## config.mk

```make
export PLATFORM = sky130hd
export DESIGN_NAME = fod_demod_ctrl
export DESIGN_NICKNAME = d
export VERILOG_FILES = /design/src/core/fod_pkg.sv /design/src/core/fod_cdr.sv /design/src/core/fod_demod_ctrl.sv /design/src/core/fod_pi_loop.sv
export VERILOG_INCLUDE_DIRS = /design/src /design/src/core
export SDC_FILE = /design/constraint.sdc
export NUM_CORES = 1
export LEC_CHECK = 0
export BUFFER_PORTS_ARGS = -buffer_cell sky130_fd_sc_hd__buf_2
export CAP_MARGIN = 20
export CORE_MARGIN = 1.5
export CORE_UTILIZATION = 63
export CTS_CLUSTER_SIZE = 40
export DETAILED_ROUTE_END_ITERATION = 8
export HOLD_SLACK_MARGIN = 0.05
export MAX_ROUTING_LAYER = met4
export PLACE_DENSITY = 0.82
export SLEW_MARGIN = 20
export SYNTH_ARGS = -nofsm -noshare
export SYNTH_HDL_FRONTEND = slang
export SYNTH_SLANG_ARGS = --single-unit
export TNS_END_PERCENT = 10
```

## constraint.sdc

```tcl
create_clock -name clock -period 7.9 [get_ports clock]
set_input_delay 0.79 -clock clock [delete_from_list [all_inputs] [get_ports clock]]
set_output_delay 0.79 -clock clock [all_outputs]
set_load 0.01 [all_outputs]
```

## src/core/fod_cfg.svh

```systemverilog
// Purpose: Offsets, field positions, reset values and timing counts
// Assumes: Registers sit at their printed offsets on a 10-bit address
// Notes: Fields are given as bit ranges for direct part-selects
`ifndef FOD_CFG_SVH
`define FOD_CFG_SVH
`define FOD_A_DISC_BW 10'h10F
`define FOD_A_POSTF 10'h110
`define FOD_A_PHASE 10'h112
`define FOD_A_GLOCK 10'h113
`define FOD_A_DEMOD 10'h115
`define FOD_A_FLOCK 10'h116
`define FOD_A_GAINS 10'h117
`define FOD_A_PREQ 10'h11B
`define FOD_A_AGCCLK 10'h35B
`define FOD_A_FERR 10'h372
`define FOD_RST_DISC_BW 8'h00
`define FOD_RST_POSTF 8'h10
`define FOD_RST_PHASE 8'h00
`define FOD_RST_GLOCK 8'h00
`define FOD_RST_DEMOD 8'h00
`define FOD_RST_FLOCK 8'h00
`define FOD_RST_GAINS 8'h73
`define FOD_RST_PREQ 8'h80
`define FOD_RST_AGCCLK 8'h00
`define FOD_F_PHASE 1:0
`define FOD_F_GLOCK 1:0
`define FOD_F_DEMOD 1:0
`define FOD_F_INTERMEDIATE_FILTER_WIDTH 7:6
`define FOD_F_LOCK 1:0
`define FOD_F_KI 7:4
`define FOD_F_KP 3:0
`define FOD_B_PRE_EN 7
`define FOD_F_ACQ 3:0
`define FOD_F_TRK 7:4
`define FOD_PULL_100 9'h032
`define FOD_PULL_150 9'h04B
`define FOD_PULL_200 9'h064
`define FOD_PULL_300 9'h096
`define FOD_CDR_HALF 4'h8
`define FOD_CDR_ACQ_EDGES 3'h5
`define FOD_SYNC_WAIT_BITS 6'h20
`endif

```

## src/core/fod_pkg.sv

```systemverilog
// Purpose: Types shared by the receive control block
// Assumes: Nothing
// Notes: Mode encodings follow the register fields
package fod_pkg;
  typedef enum logic [1:0] {
    FOD_AFC_FREE = 2'h0,
    FOD_AFC_OFF = 2'h1,
    FOD_AFC_HOLD = 2'h2,
    FOD_AFC_LOCK = 2'h3
  } fod_afc_mode_t;
  typedef enum {LK_OPEN, LK_PRE, LK_WAIT, LK_PKT} fod_lock_t;
endpackage : fod_pkg

```

## src/core/fod_cdr.sv

```systemverilog
// Purpose: Oversampled clock and data recovery, 16 clocks per bit
// Assumes: din is on this clock, one sample per cycle
// Notes: Hard alignment while acquiring, one-step nudges afterwards
`timescale 1ns/1ps
`default_nettype none
`include "fod_cfg.svh"
module fod_cdr (
  input wire logic clock,
  input wire logic rst,
  input wire logic enable,
  input wire logic din,
  output logic bit_val,
  output logic bit_stb,
  output logic synced
);
  import fod_pkg::*;
  logic [3:0] ph_r;
  logic [2:0] edges_r;
  logic din_d_r;
  logic edge_w;

  assign edge_w = enable && (din != din_d_r);

  always_ff @(posedge clock) begin
    if (rst) din_d_r <= 1'b0;
    else din_d_r <= din;
  end

  // One step per transition covers a 3% rate offset with margin
  always_ff @(posedge clock) begin
    if (rst || !enable) ph_r <= 4'h0;
    else if (edge_w && !synced) ph_r <= 4'h1;
    else if (edge_w && ph_r != 4'h0 && !ph_r[3]) ph_r <= ph_r;
    else if (edge_w && ph_r[3]) ph_r <= ph_r + 4'h2;
    else ph_r <= ph_r + 4'h1;
  end

  always_ff @(posedge clock) begin
    if (rst || !enable) edges_r <= 3'h0;
    else if (edge_w && edges_r != `FOD_CDR_ACQ_EDGES) edges_r <= edges_r + 3'h1;
  end

  always_ff @(posedge clock) begin
    if (rst || !enable) synced <= 1'b0;
    else synced <= (edges_r == `FOD_CDR_ACQ_EDGES);
  end

  always_ff @(posedge clock) begin
    if (rst) begin
      bit_stb <= 1'b0;
      bit_val <= 1'b0;
    end else begin
      bit_stb <= enable && (ph_r == `FOD_CDR_HALF);
      if (enable && ph_r == `FOD_CDR_HALF) bit_val <= din;
    end
  end
endmodule : fod_cdr
`default_nettype wire

```

## src/core/fod_demod_ctrl.sv

```systemverilog
// Purpose: Receive baseband control: filter, AFC, lock, OOK slicer, CDR
// Assumes: Status inputs come from logic on this same clock
// Notes: Registers sit at their printed offsets, read data one cycle late
//
// Our own choice: strobed register access.
`timescale 1ns/1ps
`default_nettype none
`include "fod_cfg.svh"
module fod_demod_ctrl (
  input wire logic clock,
  input wire logic rst,
  input wire logic [9:0] reg_addr,
  input wire logic [7:0] reg_wdata,
  input wire logic reg_wr,
  input wire logic reg_rd,
  output logic [7:0] reg_rdata,
  input wire logic signed [7:0] disc_sample,
  input wire logic [7:0] rssi_level,
  input wire logic in_receive,
  input wire logic enter_receive_command,
  input wire logic sport_mode,
  input wire logic preamble_found,
  input wire logic preamble_done,
  input wire logic sync_found,
  input wire logic packet_done,
  output logic signed [8:0] lo_offset_khz,
  output logic afc_locked,
  output logic corr_enable,
  output logic ook_enable,
  output logic [7:0] discriminator_bandwidth,
  output logic [1:0] discriminator_phase_select,
  output logic [7:0] ook_threshold,
  output logic [3:0] gain_clk_div,
  output logic gain_acquiring,
  output logic rx_bit,
  output logic rx_bit_strobe,
  output logic bit_synced,
  output logic signed [7:0] filt_out
);
  import fod_pkg::*;

  ////////////////////////////////////////////////////////////////////////
  // Configuration registers

  logic [7:0] disc_bw_r;
  logic [7:0] postf_r;
  logic [7:0] phase_r;
  logic [7:0] glock_r;
  logic [7:0] demod_r;
  logic [7:0] flock_r;
  logic [7:0] gains_r;
  logic [7:0] preq_r;
  logic [7:0] agcclk_r;
  logic [7:0] ferr_r;

  always_ff @(posedge clock) begin
    if (rst) begin
      disc_bw_r <= `FOD_RST_DISC_BW;
      postf_r <= `FOD_RST_POSTF;
      phase_r <= `FOD_RST_PHASE;
      glock_r <= `FOD_RST_GLOCK;
      demod_r <= `FOD_RST_DEMOD;
      flock_r <= `FOD_RST_FLOCK;
      gains_r <= `FOD_RST_GAINS;
      preq_r <= `FOD_RST_PREQ;
      agcclk_r <= `FOD_RST_AGCCLK;
    end else if (reg_wr) begin
      case (reg_addr)
        `FOD_A_DISC_BW: disc_bw_r <= reg_wdata;
        `FOD_A_POSTF: postf_r <= reg_wdata;
        `FOD_A_PHASE: phase_r <= reg_wdata;
        `FOD_A_GLOCK: glock_r <= reg_wdata;
        `FOD_A_DEMOD: demod_r <= reg_wdata;
        `FOD_A_FLOCK: flock_r <= reg_wdata;
        `FOD_A_GAINS: gains_r <= reg_wdata;
        `FOD_A_PREQ: preq_r <= reg_wdata;
        `FOD_A_AGCCLK: agcclk_r <= reg_wdata;
        default: ;
      endcase
    end
  end

  // Read data stand only in the cycle after the strobe; unmapped reads 0
  always_ff @(posedge clock) begin
    if (rst || !reg_rd) reg_rdata <= 8'h00;
    else begin
      case (reg_addr)
        `FOD_A_DISC_BW: reg_rdata <= disc_bw_r;
        `FOD_A_POSTF: reg_rdata <= postf_r;
        `FOD_A_PHASE: reg_rdata <= phase_r;
        `FOD_A_GLOCK: reg_rdata <= glock_r;
        `FOD_A_DEMOD: reg_rdata <= demod_r;
        `FOD_A_FLOCK: reg_rdata <= flock_r;
        `FOD_A_GAINS: reg_rdata <= gains_r;
        `FOD_A_PREQ: reg_rdata <= preq_r;
        `FOD_A_AGCCLK: reg_rdata <= agcclk_r;
        `FOD_A_FERR: reg_rdata <= ferr_r;
        default: reg_rdata <= 8'h00;
      endcase
    end
  end

  ////////////////////////////////////////////////////////////////////////
  // Mode decode

  fod_afc_mode_t afc_mode;
  logic is_corr;
  logic is_ook;
  logic pre_en;
  logic [3:0] ki;
  logic [3:0] kp;
  logic [8:0] pull_limit;

  // Wider IF filter admits a wider pull-in
  function automatic logic [8:0] pull_range(input logic [1:0] intermediate_filter_width);
    case (intermediate_filter_width)
      2'h0: pull_range = `FOD_PULL_100;
      2'h1: pull_range = `FOD_PULL_150;
      2'h2: pull_range = `FOD_PULL_200;
      default: pull_range = `FOD_PULL_300;
    endcase
  endfunction : pull_range

  // Coarse log2 map: wider bandwidth means a smaller shift, faster pole
  function automatic logic [2:0] bw_shift(input logic [7:0] bw);
    if (bw[7:6] != 2'h0) bw_shift = 3'h1;
    else if (bw[5:4] != 2'h0) bw_shift = 3'h2;
    else if (bw[3:2] != 2'h0) bw_shift = 3'h3;
    else if (bw[1] != 1'b0) bw_shift = 3'h4;
    else if (bw[0] != 1'b0) bw_shift = 3'h5;
    else bw_shift = 3'h7;
  endfunction : bw_shift

  assign afc_mode = fod_afc_mode_t'(flock_r[`FOD_F_LOCK]);
  assign is_corr = (demod_r[`FOD_F_DEMOD] == 2'h0);
  assign is_ook = (demod_r[`FOD_F_DEMOD] == 2'h2);
  assign pre_en = preq_r[`FOD_B_PRE_EN];
  assign ki = gains_r[`FOD_F_KI];
  assign kp = gains_r[`FOD_F_KP];
  assign pull_limit = pull_range(demod_r[`FOD_F_INTERMEDIATE_FILTER_WIDTH]);

  always_ff @(posedge clock) begin
    if (rst) begin
      corr_enable <= 1'b0;
      ook_enable <= 1'b0;
      discriminator_bandwidth <= 8'h00;
      discriminator_phase_select <= 2'h0;
    end else begin
      corr_enable <= in_receive && is_corr;
      ook_enable <= in_receive && is_ook;
      discriminator_bandwidth <= disc_bw_r;
      discriminator_phase_select <= phase_r[`FOD_F_PHASE];
    end
  end

  ////////////////////////////////////////////////////////////////////////
  // Post-demodulator filter: two cascaded first-order sections

  logic signed [11:0] fin;
  logic signed [11:0] f_r [0:1];
  logic [2:0] f_sh;

  assign fin = is_ook ? $signed({1'b0, rssi_level, 3'h0}) : $signed({disc_sample, 4'h0});
  assign f_sh = bw_shift(postf_r);

  genvar gi;
  generate
    for (gi = 0; gi < 2; gi++) begin : g_stage
      logic signed [11:0] s_in;
      logic signed [12:0] s_d;
      if (gi == 0) begin : g_first
        assign s_in = fin;
      end else begin : g_next
        assign s_in = f_r[gi - 1];
      end
      assign s_d = {s_in[11], s_in} - {f_r[gi][11], f_r[gi]};
      always_ff @(posedge clock) begin
        if (rst || !in_receive) f_r[gi] <= 12'sh000;
        else f_r[gi] <= f_r[gi] + 12'(s_d >>> f_sh);
      end
    end
  endgenerate

  always_ff @(posedge clock) begin
    if (rst) filt_out <= 8'sh00;
    else filt_out <= f_r[1][11:4];
  end

  ////////////////////////////////////////////////////////////////////////
  // Lock state machine

  fod_lock_t lk_r;
  fod_lock_t lk_nxt;
  logic [5:0] wait_r;
  logic arm;
  logic cdr_stb;

  assign arm = in_receive && (afc_mode == FOD_AFC_LOCK);

  always_comb begin
    lk_nxt = lk_r;
    case (lk_r)
      LK_OPEN: begin
        if (pre_en && preamble_found) lk_nxt = LK_PRE;
        else if (!pre_en && sync_found) lk_nxt = LK_PKT;
      end
      LK_PRE: begin
        if (sync_found) lk_nxt = LK_PKT;
        else if (preamble_done) lk_nxt = LK_WAIT;
      end
      LK_WAIT: begin
        if (sync_found) lk_nxt = LK_PKT;
        else if (wait_r == `FOD_SYNC_WAIT_BITS) lk_nxt = LK_OPEN;
      end
      LK_PKT: begin
        if (!sport_mode && packet_done) lk_nxt = LK_OPEN;
      end
      default: lk_nxt = LK_OPEN;
    endcase
    // Leaving receive or restarting it always drops the lock
    if (!arm || enter_receive_command) lk_nxt = LK_OPEN;
  end

  always_ff @(posedge clock) begin
    if (rst) lk_r <= LK_OPEN;
    else lk_r <= lk_nxt;
  end

  // Sync window measured in recovered bits after the preamble ends
  always_ff @(posedge clock) begin
    if (rst || lk_r != LK_WAIT) wait_r <= 6'h00;
    else if (cdr_stb && wait_r != `FOD_SYNC_WAIT_BITS) wait_r <= wait_r + 6'h01;
  end

  always_ff @(posedge clock) begin
    if (rst) afc_locked <= 1'b0;
    else afc_locked <= (lk_nxt != LK_OPEN);
  end

  ////////////////////////////////////////////////////////////////////////
  // Frequency correction loop

  logic afc_run;
  logic afc_clear;

  // In correlator mode, hold mode and a taken lock leave both run and clear low
  assign afc_run = in_receive && is_corr &&
                   ((afc_mode == FOD_AFC_FREE) ||
                    (afc_mode == FOD_AFC_LOCK && !afc_locked));
  assign afc_clear = (afc_mode == FOD_AFC_OFF) || !is_corr;

  fod_pi_loop u_pi (
    .clock(clock),
    .rst(rst),
    .run(afc_run),
    .clear(afc_clear),
    .err(f_r[1][11:4]),
    .ki(ki),
    .kp(kp),
    .limit(pull_limit),
    .offset(lo_offset_khz)
  );

  // Readback saturates to +/-127 (8'h7F and 8'h81); retained outside receive
  always_ff @(posedge clock) begin
    if (rst) ferr_r <= 8'h00;
    else if (in_receive && is_corr && (afc_locked || afc_mode == FOD_AFC_FREE)) begin
      if (lo_offset_khz > 9'sd127) ferr_r <= 8'h7F;
      else if (lo_offset_khz < -9'sd127) ferr_r <= 8'h81;
      else ferr_r <= lo_offset_khz[7:0];
    end
  end

  ////////////////////////////////////////////////////////////////////////
  // OOK threshold and gain clocking

  logic signed [11:0] thr_r;
  logic signed [12:0] thr_d;
  logic thr_run;
  logic slice;

  assign thr_d = {f_r[1][11], f_r[1]} - {thr_r[11], thr_r};
  assign thr_run = in_receive && is_ook && !afc_locked && (afc_mode != FOD_AFC_HOLD);
  assign slice = (f_r[1] > thr_r);

  // Threshold learns during preamble, then holds once locked
  always_ff @(posedge clock) begin
    if (rst || !is_ook) thr_r <= 12'sh000;
    else if (thr_run) thr_r <= thr_r + 12'(thr_d >>> (4'hF - kp));
  end

  always_ff @(posedge clock) begin
    if (rst) ook_threshold <= 8'h00;
    else ook_threshold <= thr_r[10:3];
  end

  always_ff @(posedge clock) begin
    if (rst) begin
      gain_acquiring <= 1'b1;
      gain_clk_div <= 4'h0;
    end else if (!is_ook) begin
      gain_acquiring <= 1'b1;
      gain_clk_div <= 4'h0;
    end else if (glock_r[`FOD_F_GLOCK] == 2'h3 && afc_locked) begin
      gain_acquiring <= 1'b0;
      gain_clk_div <= agcclk_r[`FOD_F_TRK];
    end else begin
      gain_acquiring <= 1'b1;
      gain_clk_div <= agcclk_r[`FOD_F_ACQ];
    end
  end

  ////////////////////////////////////////////////////////////////////////
  // Clock and data recovery

  logic cdr_din;
  logic cdr_en;

  assign cdr_en = in_receive && (is_corr || is_ook);
  assign cdr_din = is_ook ? slice : !f_r[1][11];

  fod_cdr u_cdr (
    .clock(clock),
    .rst(rst),
    .enable(cdr_en),
    .din(cdr_din),
    .bit_val(rx_bit),
    .bit_stb(cdr_stb),
    .synced(bit_synced)
  );

  assign rx_bit_strobe = cdr_stb;
endmodule : fod_demod_ctrl
`default_nettype wire

```

## src/core/fod_pi_loop.sv

```systemverilog
// Purpose: Proportional-integral frequency correction loop
// Assumes: err is residual carrier error in kHz
// Notes: Neither run nor clear freezes both integrator and output
`timescale 1ns/1ps
`default_nettype none
module fod_pi_loop (
  input wire logic clock,
  input wire logic rst,
  input wire logic run,
  input wire logic clear,
  input wire logic signed [7:0] err,
  input wire logic [3:0] ki,
  input wire logic [3:0] kp,
  input wire logic [8:0] limit,
  output logic signed [8:0] offset
);
  import fod_pkg::*;
  logic signed [19:0] acc_r;
  logic signed [19:0] err_w;
  logic signed [19:0] i_step;
  logic signed [19:0] p_step;
  logic signed [19:0] lim_w;
  logic signed [19:0] out_w;

  // Clamp used on integrator and output, so neither winds up
  function automatic logic signed [19:0] sat(input logic signed [19:0] v,
                                             input logic signed [19:0] l);
    if (v > l) sat = l;
    else if (v < -l) sat = -l;
    else sat = v;
  endfunction : sat

  assign err_w = {{4{err[7]}}, err, 8'h00};
  assign i_step = err_w >>> (4'hF - ki);
  assign p_step = err_w >>> (4'hF - kp);
  assign lim_w = {3'h0, limit, 8'h00};
  assign out_w = sat(acc_r + p_step, lim_w);

  always_ff @(posedge clock) begin
    if (rst || clear) acc_r <= 20'sh00000;
    else if (run) acc_r <= sat(acc_r + i_step, lim_w);
  end

  always_ff @(posedge clock) begin
    if (rst || clear) offset <= 9'sh000;
    else if (run) offset <= out_w[16:8];
  end
endmodule : fod_pi_loop
`default_nettype wire

```

[Word-level counts from Yosys, hierarchy flattened]
Memory sizes are Yosys's and may differ from the RTL's.
Index checks and enable logic that the tools add are counted.
Storage, ports and cells
  input bits: 45
  RAM bits: 24
  output and inout bits: 54
  logic and storage cells: 189
  register bits: 212
  memories: 1
Operators by class
  multiplexer cells: 34
  magnitude comparators: 7
  shifts and indexed selects: 5
  bitwise gates (word level): 3
  reduce and logical (&&, ||, !) cells: 64
  equality and inequality tests: 28
  $add $sub $neg: 15
Memory list
  f_r: depth 2, width 12, read ports 2, clocked after memory_dff 0, wr ports 2, RTL line fod_demod_ctrl.sv:160  | logic signed [11:0] f_r [0:1];
Operators with widths (count)
  $mux 32: 8
  $pmux 32 s4: 1
  $eq 10x9->1 const B: 8
  $pmux 8 s10: 1
  $eq 32x2->1 const B: 2
  $add 20x20->20: 2
  $gt 20x17->1: 2
  $lt 20x20->1: 2
  $mux 20: 2
  $sshr 16x4->20: 2
  $sub 12x12->13: 3
  $add 12x12->12: 3
  $mux 12: 3
  $mux 17: 2
  $eq 32x1->1 const B: 1
  $logic_not 32->1: 1
  $ne 32x3->1 const B: 1
  $reduce_bool 32->1: 1
  $sshr 13x3->12: 2
  $pmux 8 s3: 1
  $logic_and 1x1->1: 21
  $eq 10x10->1 const B: 2
  $neg 16->20: 1
  $reduce_and 2->1: 9
  other kinds (32): 75

[Depth between registers and ports, before layout]
An unclocked memory read counts as a cell.
  depth after elaboration: 9
  depth in mapped cells: 28
  depth with buffers taken out: 26

[Hierarchy]
A second synthesis with hierarchy kept.
Second synthesis, totals
  cell total of the unflattened synthesis: 2206
  area, all modules: 17469.3 sq um
By module, submodules not included
  fod_demod_ctrl: instances 1, area an instance 11552.3 sq um, sequential area each 3923.8 sq um, cells an instance 1427
  fod_pi_loop: instances 1, area an instance 5353.9 sq um, sequential area each 580.6 sq um, cells an instance 718
  fod_cdr: instances 1, area an instance 563.0 sq um, sequential area each 220.2 sq um, cells an instance 61

[Worst setup path after synthesis]
OpenSTA, ideal clock, no wires.
  path kind: reg2reg
  from: reg gains_r[0]
  to: reg u_pi.offset[4]
  arrival time: 5.732 ns
  path slack: 2.038 ns
  path buffers: 4
  data required time: 7.770 ns
  stages on the path, launching flop included: 25
  period minus slack after synthesis: 5.862 ns
  setup time: 0.130 ns
  path through: dfxtp_1 > clkbuf_1 > clkbuf_1 > buf_1 > a21oi_1 > mux2_2 > a21oi_1 > ha_1 > a21o_1 > a21o_1 > nor2_1 > a21boi_0 > o21ai_0 > nand2_1 > o311ai_0 > ha_1 > or4_1 > nor4_1 > o311ai_1 > nor3_1 > o21ai_0 > o31ai_2 > buf_2 > a21boi_0 > o211ai_1
On the way
  cells in the longest elaborated chain, start to end: 6
  elaborated cells on any way between the ends: 7
  classes of those cells: 2 x add/sub; 2 x order compare; 1 x shift; 2 x mux
RTL lines
  start, declared: RTL line fod_demod_ctrl.sv:51  | logic [7:0] gains_r;
  start signal, assigned: RTL line fod_demod_ctrl.sv:64  | gains_r <= `FOD_RST_GAINS;
  start signal, assigned: RTL line fod_demod_ctrl.sv:75  | `FOD_A_GAINS: gains_r <= reg_wdata;
  $sub 4x4->4 (*): RTL line fod_pi_loop.sv:35  | assign p_step = err_w >>> (4'hF - kp);
  $sshr 16x4->20 (*): RTL line fod_pi_loop.sv:35
  $add 20x20->20 (*): RTL line fod_pi_loop.sv:37  | assign out_w = sat(acc_r + p_step, lim_w);
  $lt 20x20->1: RTL line fod_pi_loop.sv:29  | else if (v < -l) sat = -l;
  $mux 17: RTL line fod_pi_loop.sv:29
  $mux 17 (*): RTL line fod_pi_loop.sv:28  | if (v > l) sat = l;
  end signal, assigned: RTL line fod_pi_loop.sv:46  | else if (run) offset <= out_w[16:8];
  end, declared: RTL line fod_pi_loop.sv:15  | output logic signed [8:0] offset
Mark *: on every way between the ends. The rest lies on a longest branch, timed or not.
A chain may end at the register's enable or synchronous reset.

==> impl_results.md <==
* Crit path to: u_pi.offset[1]$_SDFFE_PP0P_
* Synth Flop Type: dfxtp_1
* Fmax at 143 MHz
* R2R Path Start: f_r[1][11]$_SDFF_PP0_
* Via Count at 16500
* Pre-CTS WS at 1.15 ns
* PnR worst setup slack at 0.927 ns
* Reg2Reg Depth at 22
* Synthesized instance count at 2172
* DIE WIDTH at 167 µm
* HP Class: in2reg
* Worst Path Required at 8.39 ns
* Final Wtd Congestion at 0.984
* VDD IR max at 0.000236 V
* Post-synthesis cell type count at 85
* Final min period at 6.97 ns
* Clk sinks at 236
* CTS root buf: clkbuf_16
* Post-DP HPWL at 36.2 mm
* Total track usage at 35.4%
* Number of synthesized flops with an enable pin at 0
* TritonCTS clock tree: done
* Critical Path, Cell by Cell: clkinv_1, nor2_1, o21ba_2, o22ai_1, ha_1, o21ai_0, a21oi_1, o2111ai_1, a21boi_0, o21ai_0, nand2_1, o311ai_0, ha_1, or4_1, nor4_1, o311ai_1, nor3_1, o21ai_0, o31ai_2, buf_4, mux2_2, o21ai_0
* Die span in y at 167 µm
* Layout cells sized above 1 at 9.55%
* Crit path launch type: register
* Arrival time at the worst endpoint at 7.46 ns
* Nets@finish at 2448
* Critical path class: reg2reg
* Synth Warn # at 0
* Mux contribution to synthesized area at 5.23%
* Post-synthesis sequential area ratio at 28.0%
* Yosys reg bits at 236
* Max stage delay cell, worst path: dfxtp_1
* Num CTS Buffers at 27
* Port bufs at 98
* Fin. Hold Viols at 0
* Clk slew on worst S/H paths at 0.06 ns
* Vias in the first global route at 15500
* Vias per cell at 6.36
* First DRT Iteration DRCs at 1760
* WL per Instance at 18.9 µm
* Max Root-Sink Buffers at 3
* Post-CTS sizing at 0
* Worst relative slew slack at 25.1%
* Synth Area in XOR/XNOR at 4.77%
* DRC Markers at 6
* Area of the core at 26200 µm²
* Critical path's top delay family: compound AO/OA/AOI/OAI gates
* Crit path from: f_r[1][11]$_SDFF_PP0_
* WP depth at 22
* R2R setup slack at 0.93 ns
* Crit path largest cell delay at 0.87 ns
* Ratio of final minimum period to clock period at 88.3%
* Simple-gate portion of the synthesized area at 21.4%
* Crit Path Max Fanout at 19
* Largest net degree at the start of global routing at 82
* Post-CTS setup buffers at 0
* Status: complete, but fails checks
* Async S/R FF share, synth at 0%
* Initial antenna violation count at 1
* Fill count at 2127
* Hold-fix buffers, CTS at 0
* Final setup viols at 0
* Worst-Skew Late Latency at 0.56 ns
* Post-layout util at 71.1%
* Io pins at 99
* Drt first pass iters at 9
* Area grow syn2layout at 10.3%
* Power Density at 354 nW/µm²
* Setup TNS Final at 0 ns
* CP Capture Type: register
* Num rows at 59
* Worst hold path cell count at 2
* Worst R2R End: u_pi.offset[1]$_SDFFE_PP0P_
* Failing checks: design-rule violations
* Total gr overflow at 0
* Largest family of logic cells by synthesized area: compound AO/OA/AOI/OAI gates
* RSZ-0062 raised after global routing: false
* Initial Util at 64.5%
* Synthesized cell area at 16900 µm²
* Mapped Avg Cell Area at 7.78 µm²
* Post-route ant nets at 0
* Leak pwr at 8.00 nW
* Buf/Inv on CP at 2
* Post-synthesis compound-gate area fraction at 23.1%
* Most common cell on crit path: o21ai_0
* Post-Route WL at 49.1 mm
* Max Slew Vio Count at 0
* Maximum Capacitance Violations at 0
* Area of the die at 27800 µm²
* Htree depth at 1
* Skew final at 0.0185 ns
* First-pass GRT wire length at 78.5 mm
* Post-synthesis adder-cell area fraction at 12.4%
* Worst Tran Pin Value at 1.12 ns
## stage by stage
step / total power, W / std cells / instance area (µm²) / hold WS (ns)
2_1_floorplan: 0.00436 / 2205 / 17000 / 0.429
5_1_grt: 0.00708 / 2597 / 18600 / 0.443
3_3_place_gp: 0.00505 / 2546 / 17700 / 0.441
4_1_cts: 0.00652 / 2596 / 18600 / 0.436
3_5_place_dp: 0.00516 / 2546 / 17700 / 0.446
6_report: 0.00660 / 2597 / 18600 / 0.442
## worst min-delay path by stage
stage / start / to
final: rst / ferr_r[0]$_SDFFE_PP0P_
after CTS: rst / ferr_r[0]$_SDFFE_PP0P_
after global routing: rst / ferr_r[0]$_SDFFE_PP0P_
after global placement: flock_r[5]$_SDFFE_PP0P_ / flock_r[5]$_SDFFE_PP0P_
after detailed placement: glock_r[7]$_SDFFE_PP0P_ / glock_r[7]$_SDFFE_PP0P_
after floorplan: u_pi.acc_r[16]$_SDFFE_PP0P_ / u_pi.acc_r[16]$_SDFFE_PP0P_
## cells by family after synthesis
family	after synthesis
adder cells (fa/ha/maj)	164
XOR/XNOR	92
multiplexers	79
buffers and inverters	223
other	1
AND/OR/NAND/NOR	779
flip-flops	236
AO/OA/AOI/OAI	598
## synth_stat cells (all sizes together) (24+ instances only)
cell type | n | area share, %
nand2 | 247 | 5.5
dfxtp | 236 | 28
a21oi | 217 | 6.4
nor2 | 209 | 4.7
ha | 156 | 12
inv | 110 | 2.4
nand3 | 103 | 3.1
clkbuf | 101 | 2.2
o21ai | 96 | 2.8
xnor2 | 62 | 3.2
mux2i | 58 | 3.4
a21o | 41 | 1.8
nor3 | 35 | 1.0
xor2 | 30 | 1.6
a211oi | 29 | 1.3
nor2b | 29 | 1.1
nand2b | 26 | 0.96
o21a | 24 | 1.1
## cell type report
cell class                      count  area, µm²  area share [%]
Multi-Input combinational cell   1746      11500            61.6
Sequential cell                   236       4720            25.3
Clock buffer                       31        701            3.76
Timing Repair Buffer              117        636            3.41
Inverter                          112        420            2.25
Tap cell                          335        419            2.25
Clock inverter                     19        264            1.42
Antenna cell                        1       2.50          0.0134
## state kept, by name (all words and copies together), names as in the netlist, 4 cells and up
signal	cells
ook_threshold	8
agcclk_r	8
postf_r	8
flock_r	8
preq_r	8
lk_r	32
gains_r	8
thr_r	12
demod_r	8
wait_r	6
f_r	24
phase_r	8
glock_r	8
ferr_r	8
discriminator_bandwidth	8
u_cdr.ph_r	4
reg_rdata	8
filt_out	8
u_pi.offset	9
u_pi.acc_r	20
disc_bw_r	8
gain_clk_div	4
## power by group
part,internal [W],leakage (nW),switching (W),total [W]
clock,0.000811,0.462,0.000536,0.00135
sequential,0.00130,1.92,0.000141,0.00144
combinational,0.00161,5.61,0.00220,0.00381
total,0.00372,8.00,0.00288,0.00660
## placed cells by master, fill, tap and decap left out, types with 29 or more instances in the layout
master and n:
a21o_1 41, a21oi_1 216, buf_2 97, conb_1 34, dfxtp_1 236, ha_1 156
inv_1 109, mux2i_1 58, nand2_1 247, nand3_1 103, nor2_1 208, nor2b_1 29
nor3_1 35, o21ai_0 93, xnor2_1 62, xor2_1 30
## per-layer routing
layer / routed length [µm] / vias to the layer above / share of wire [%] / GRT usage, %
li1: - / 7901 / - / -
met1: 20700 / 7743 / 42 / 44.7
met2: 22700 / 734 / 46 / 57.2
met3: 3750 / 144 / 7.6 / 4.54
met4: 1970 / 0 / 4.0 / 15.2
met5: 0 / - / 0 / -
## worst register-to-register path: stages, from the launching register on
cell and delay [ns]:
dfxtp_1 0.87, clkinv_1 0.48, nor2_1 0.31, o21ba_2 0.20, o22ai_1 0.19, ha_1 0.36
o21ai_0 0.11, a21oi_1 0.11, o2111ai_1 0.24, a21boi_0 0.14, o21ai_0 0.24, nand2_1 0.14
o311ai_0 0.83, ha_1 0.40, or4_1 0.53, nor4_1 0.30, o311ai_1 0.14, nor3_1 0.18
o21ai_0 0.14, o31ai_2 0.25, buf_4 0.26, mux2_2 0.35, o21ai_0 0.14
Power figures use the tool's default switching activity.
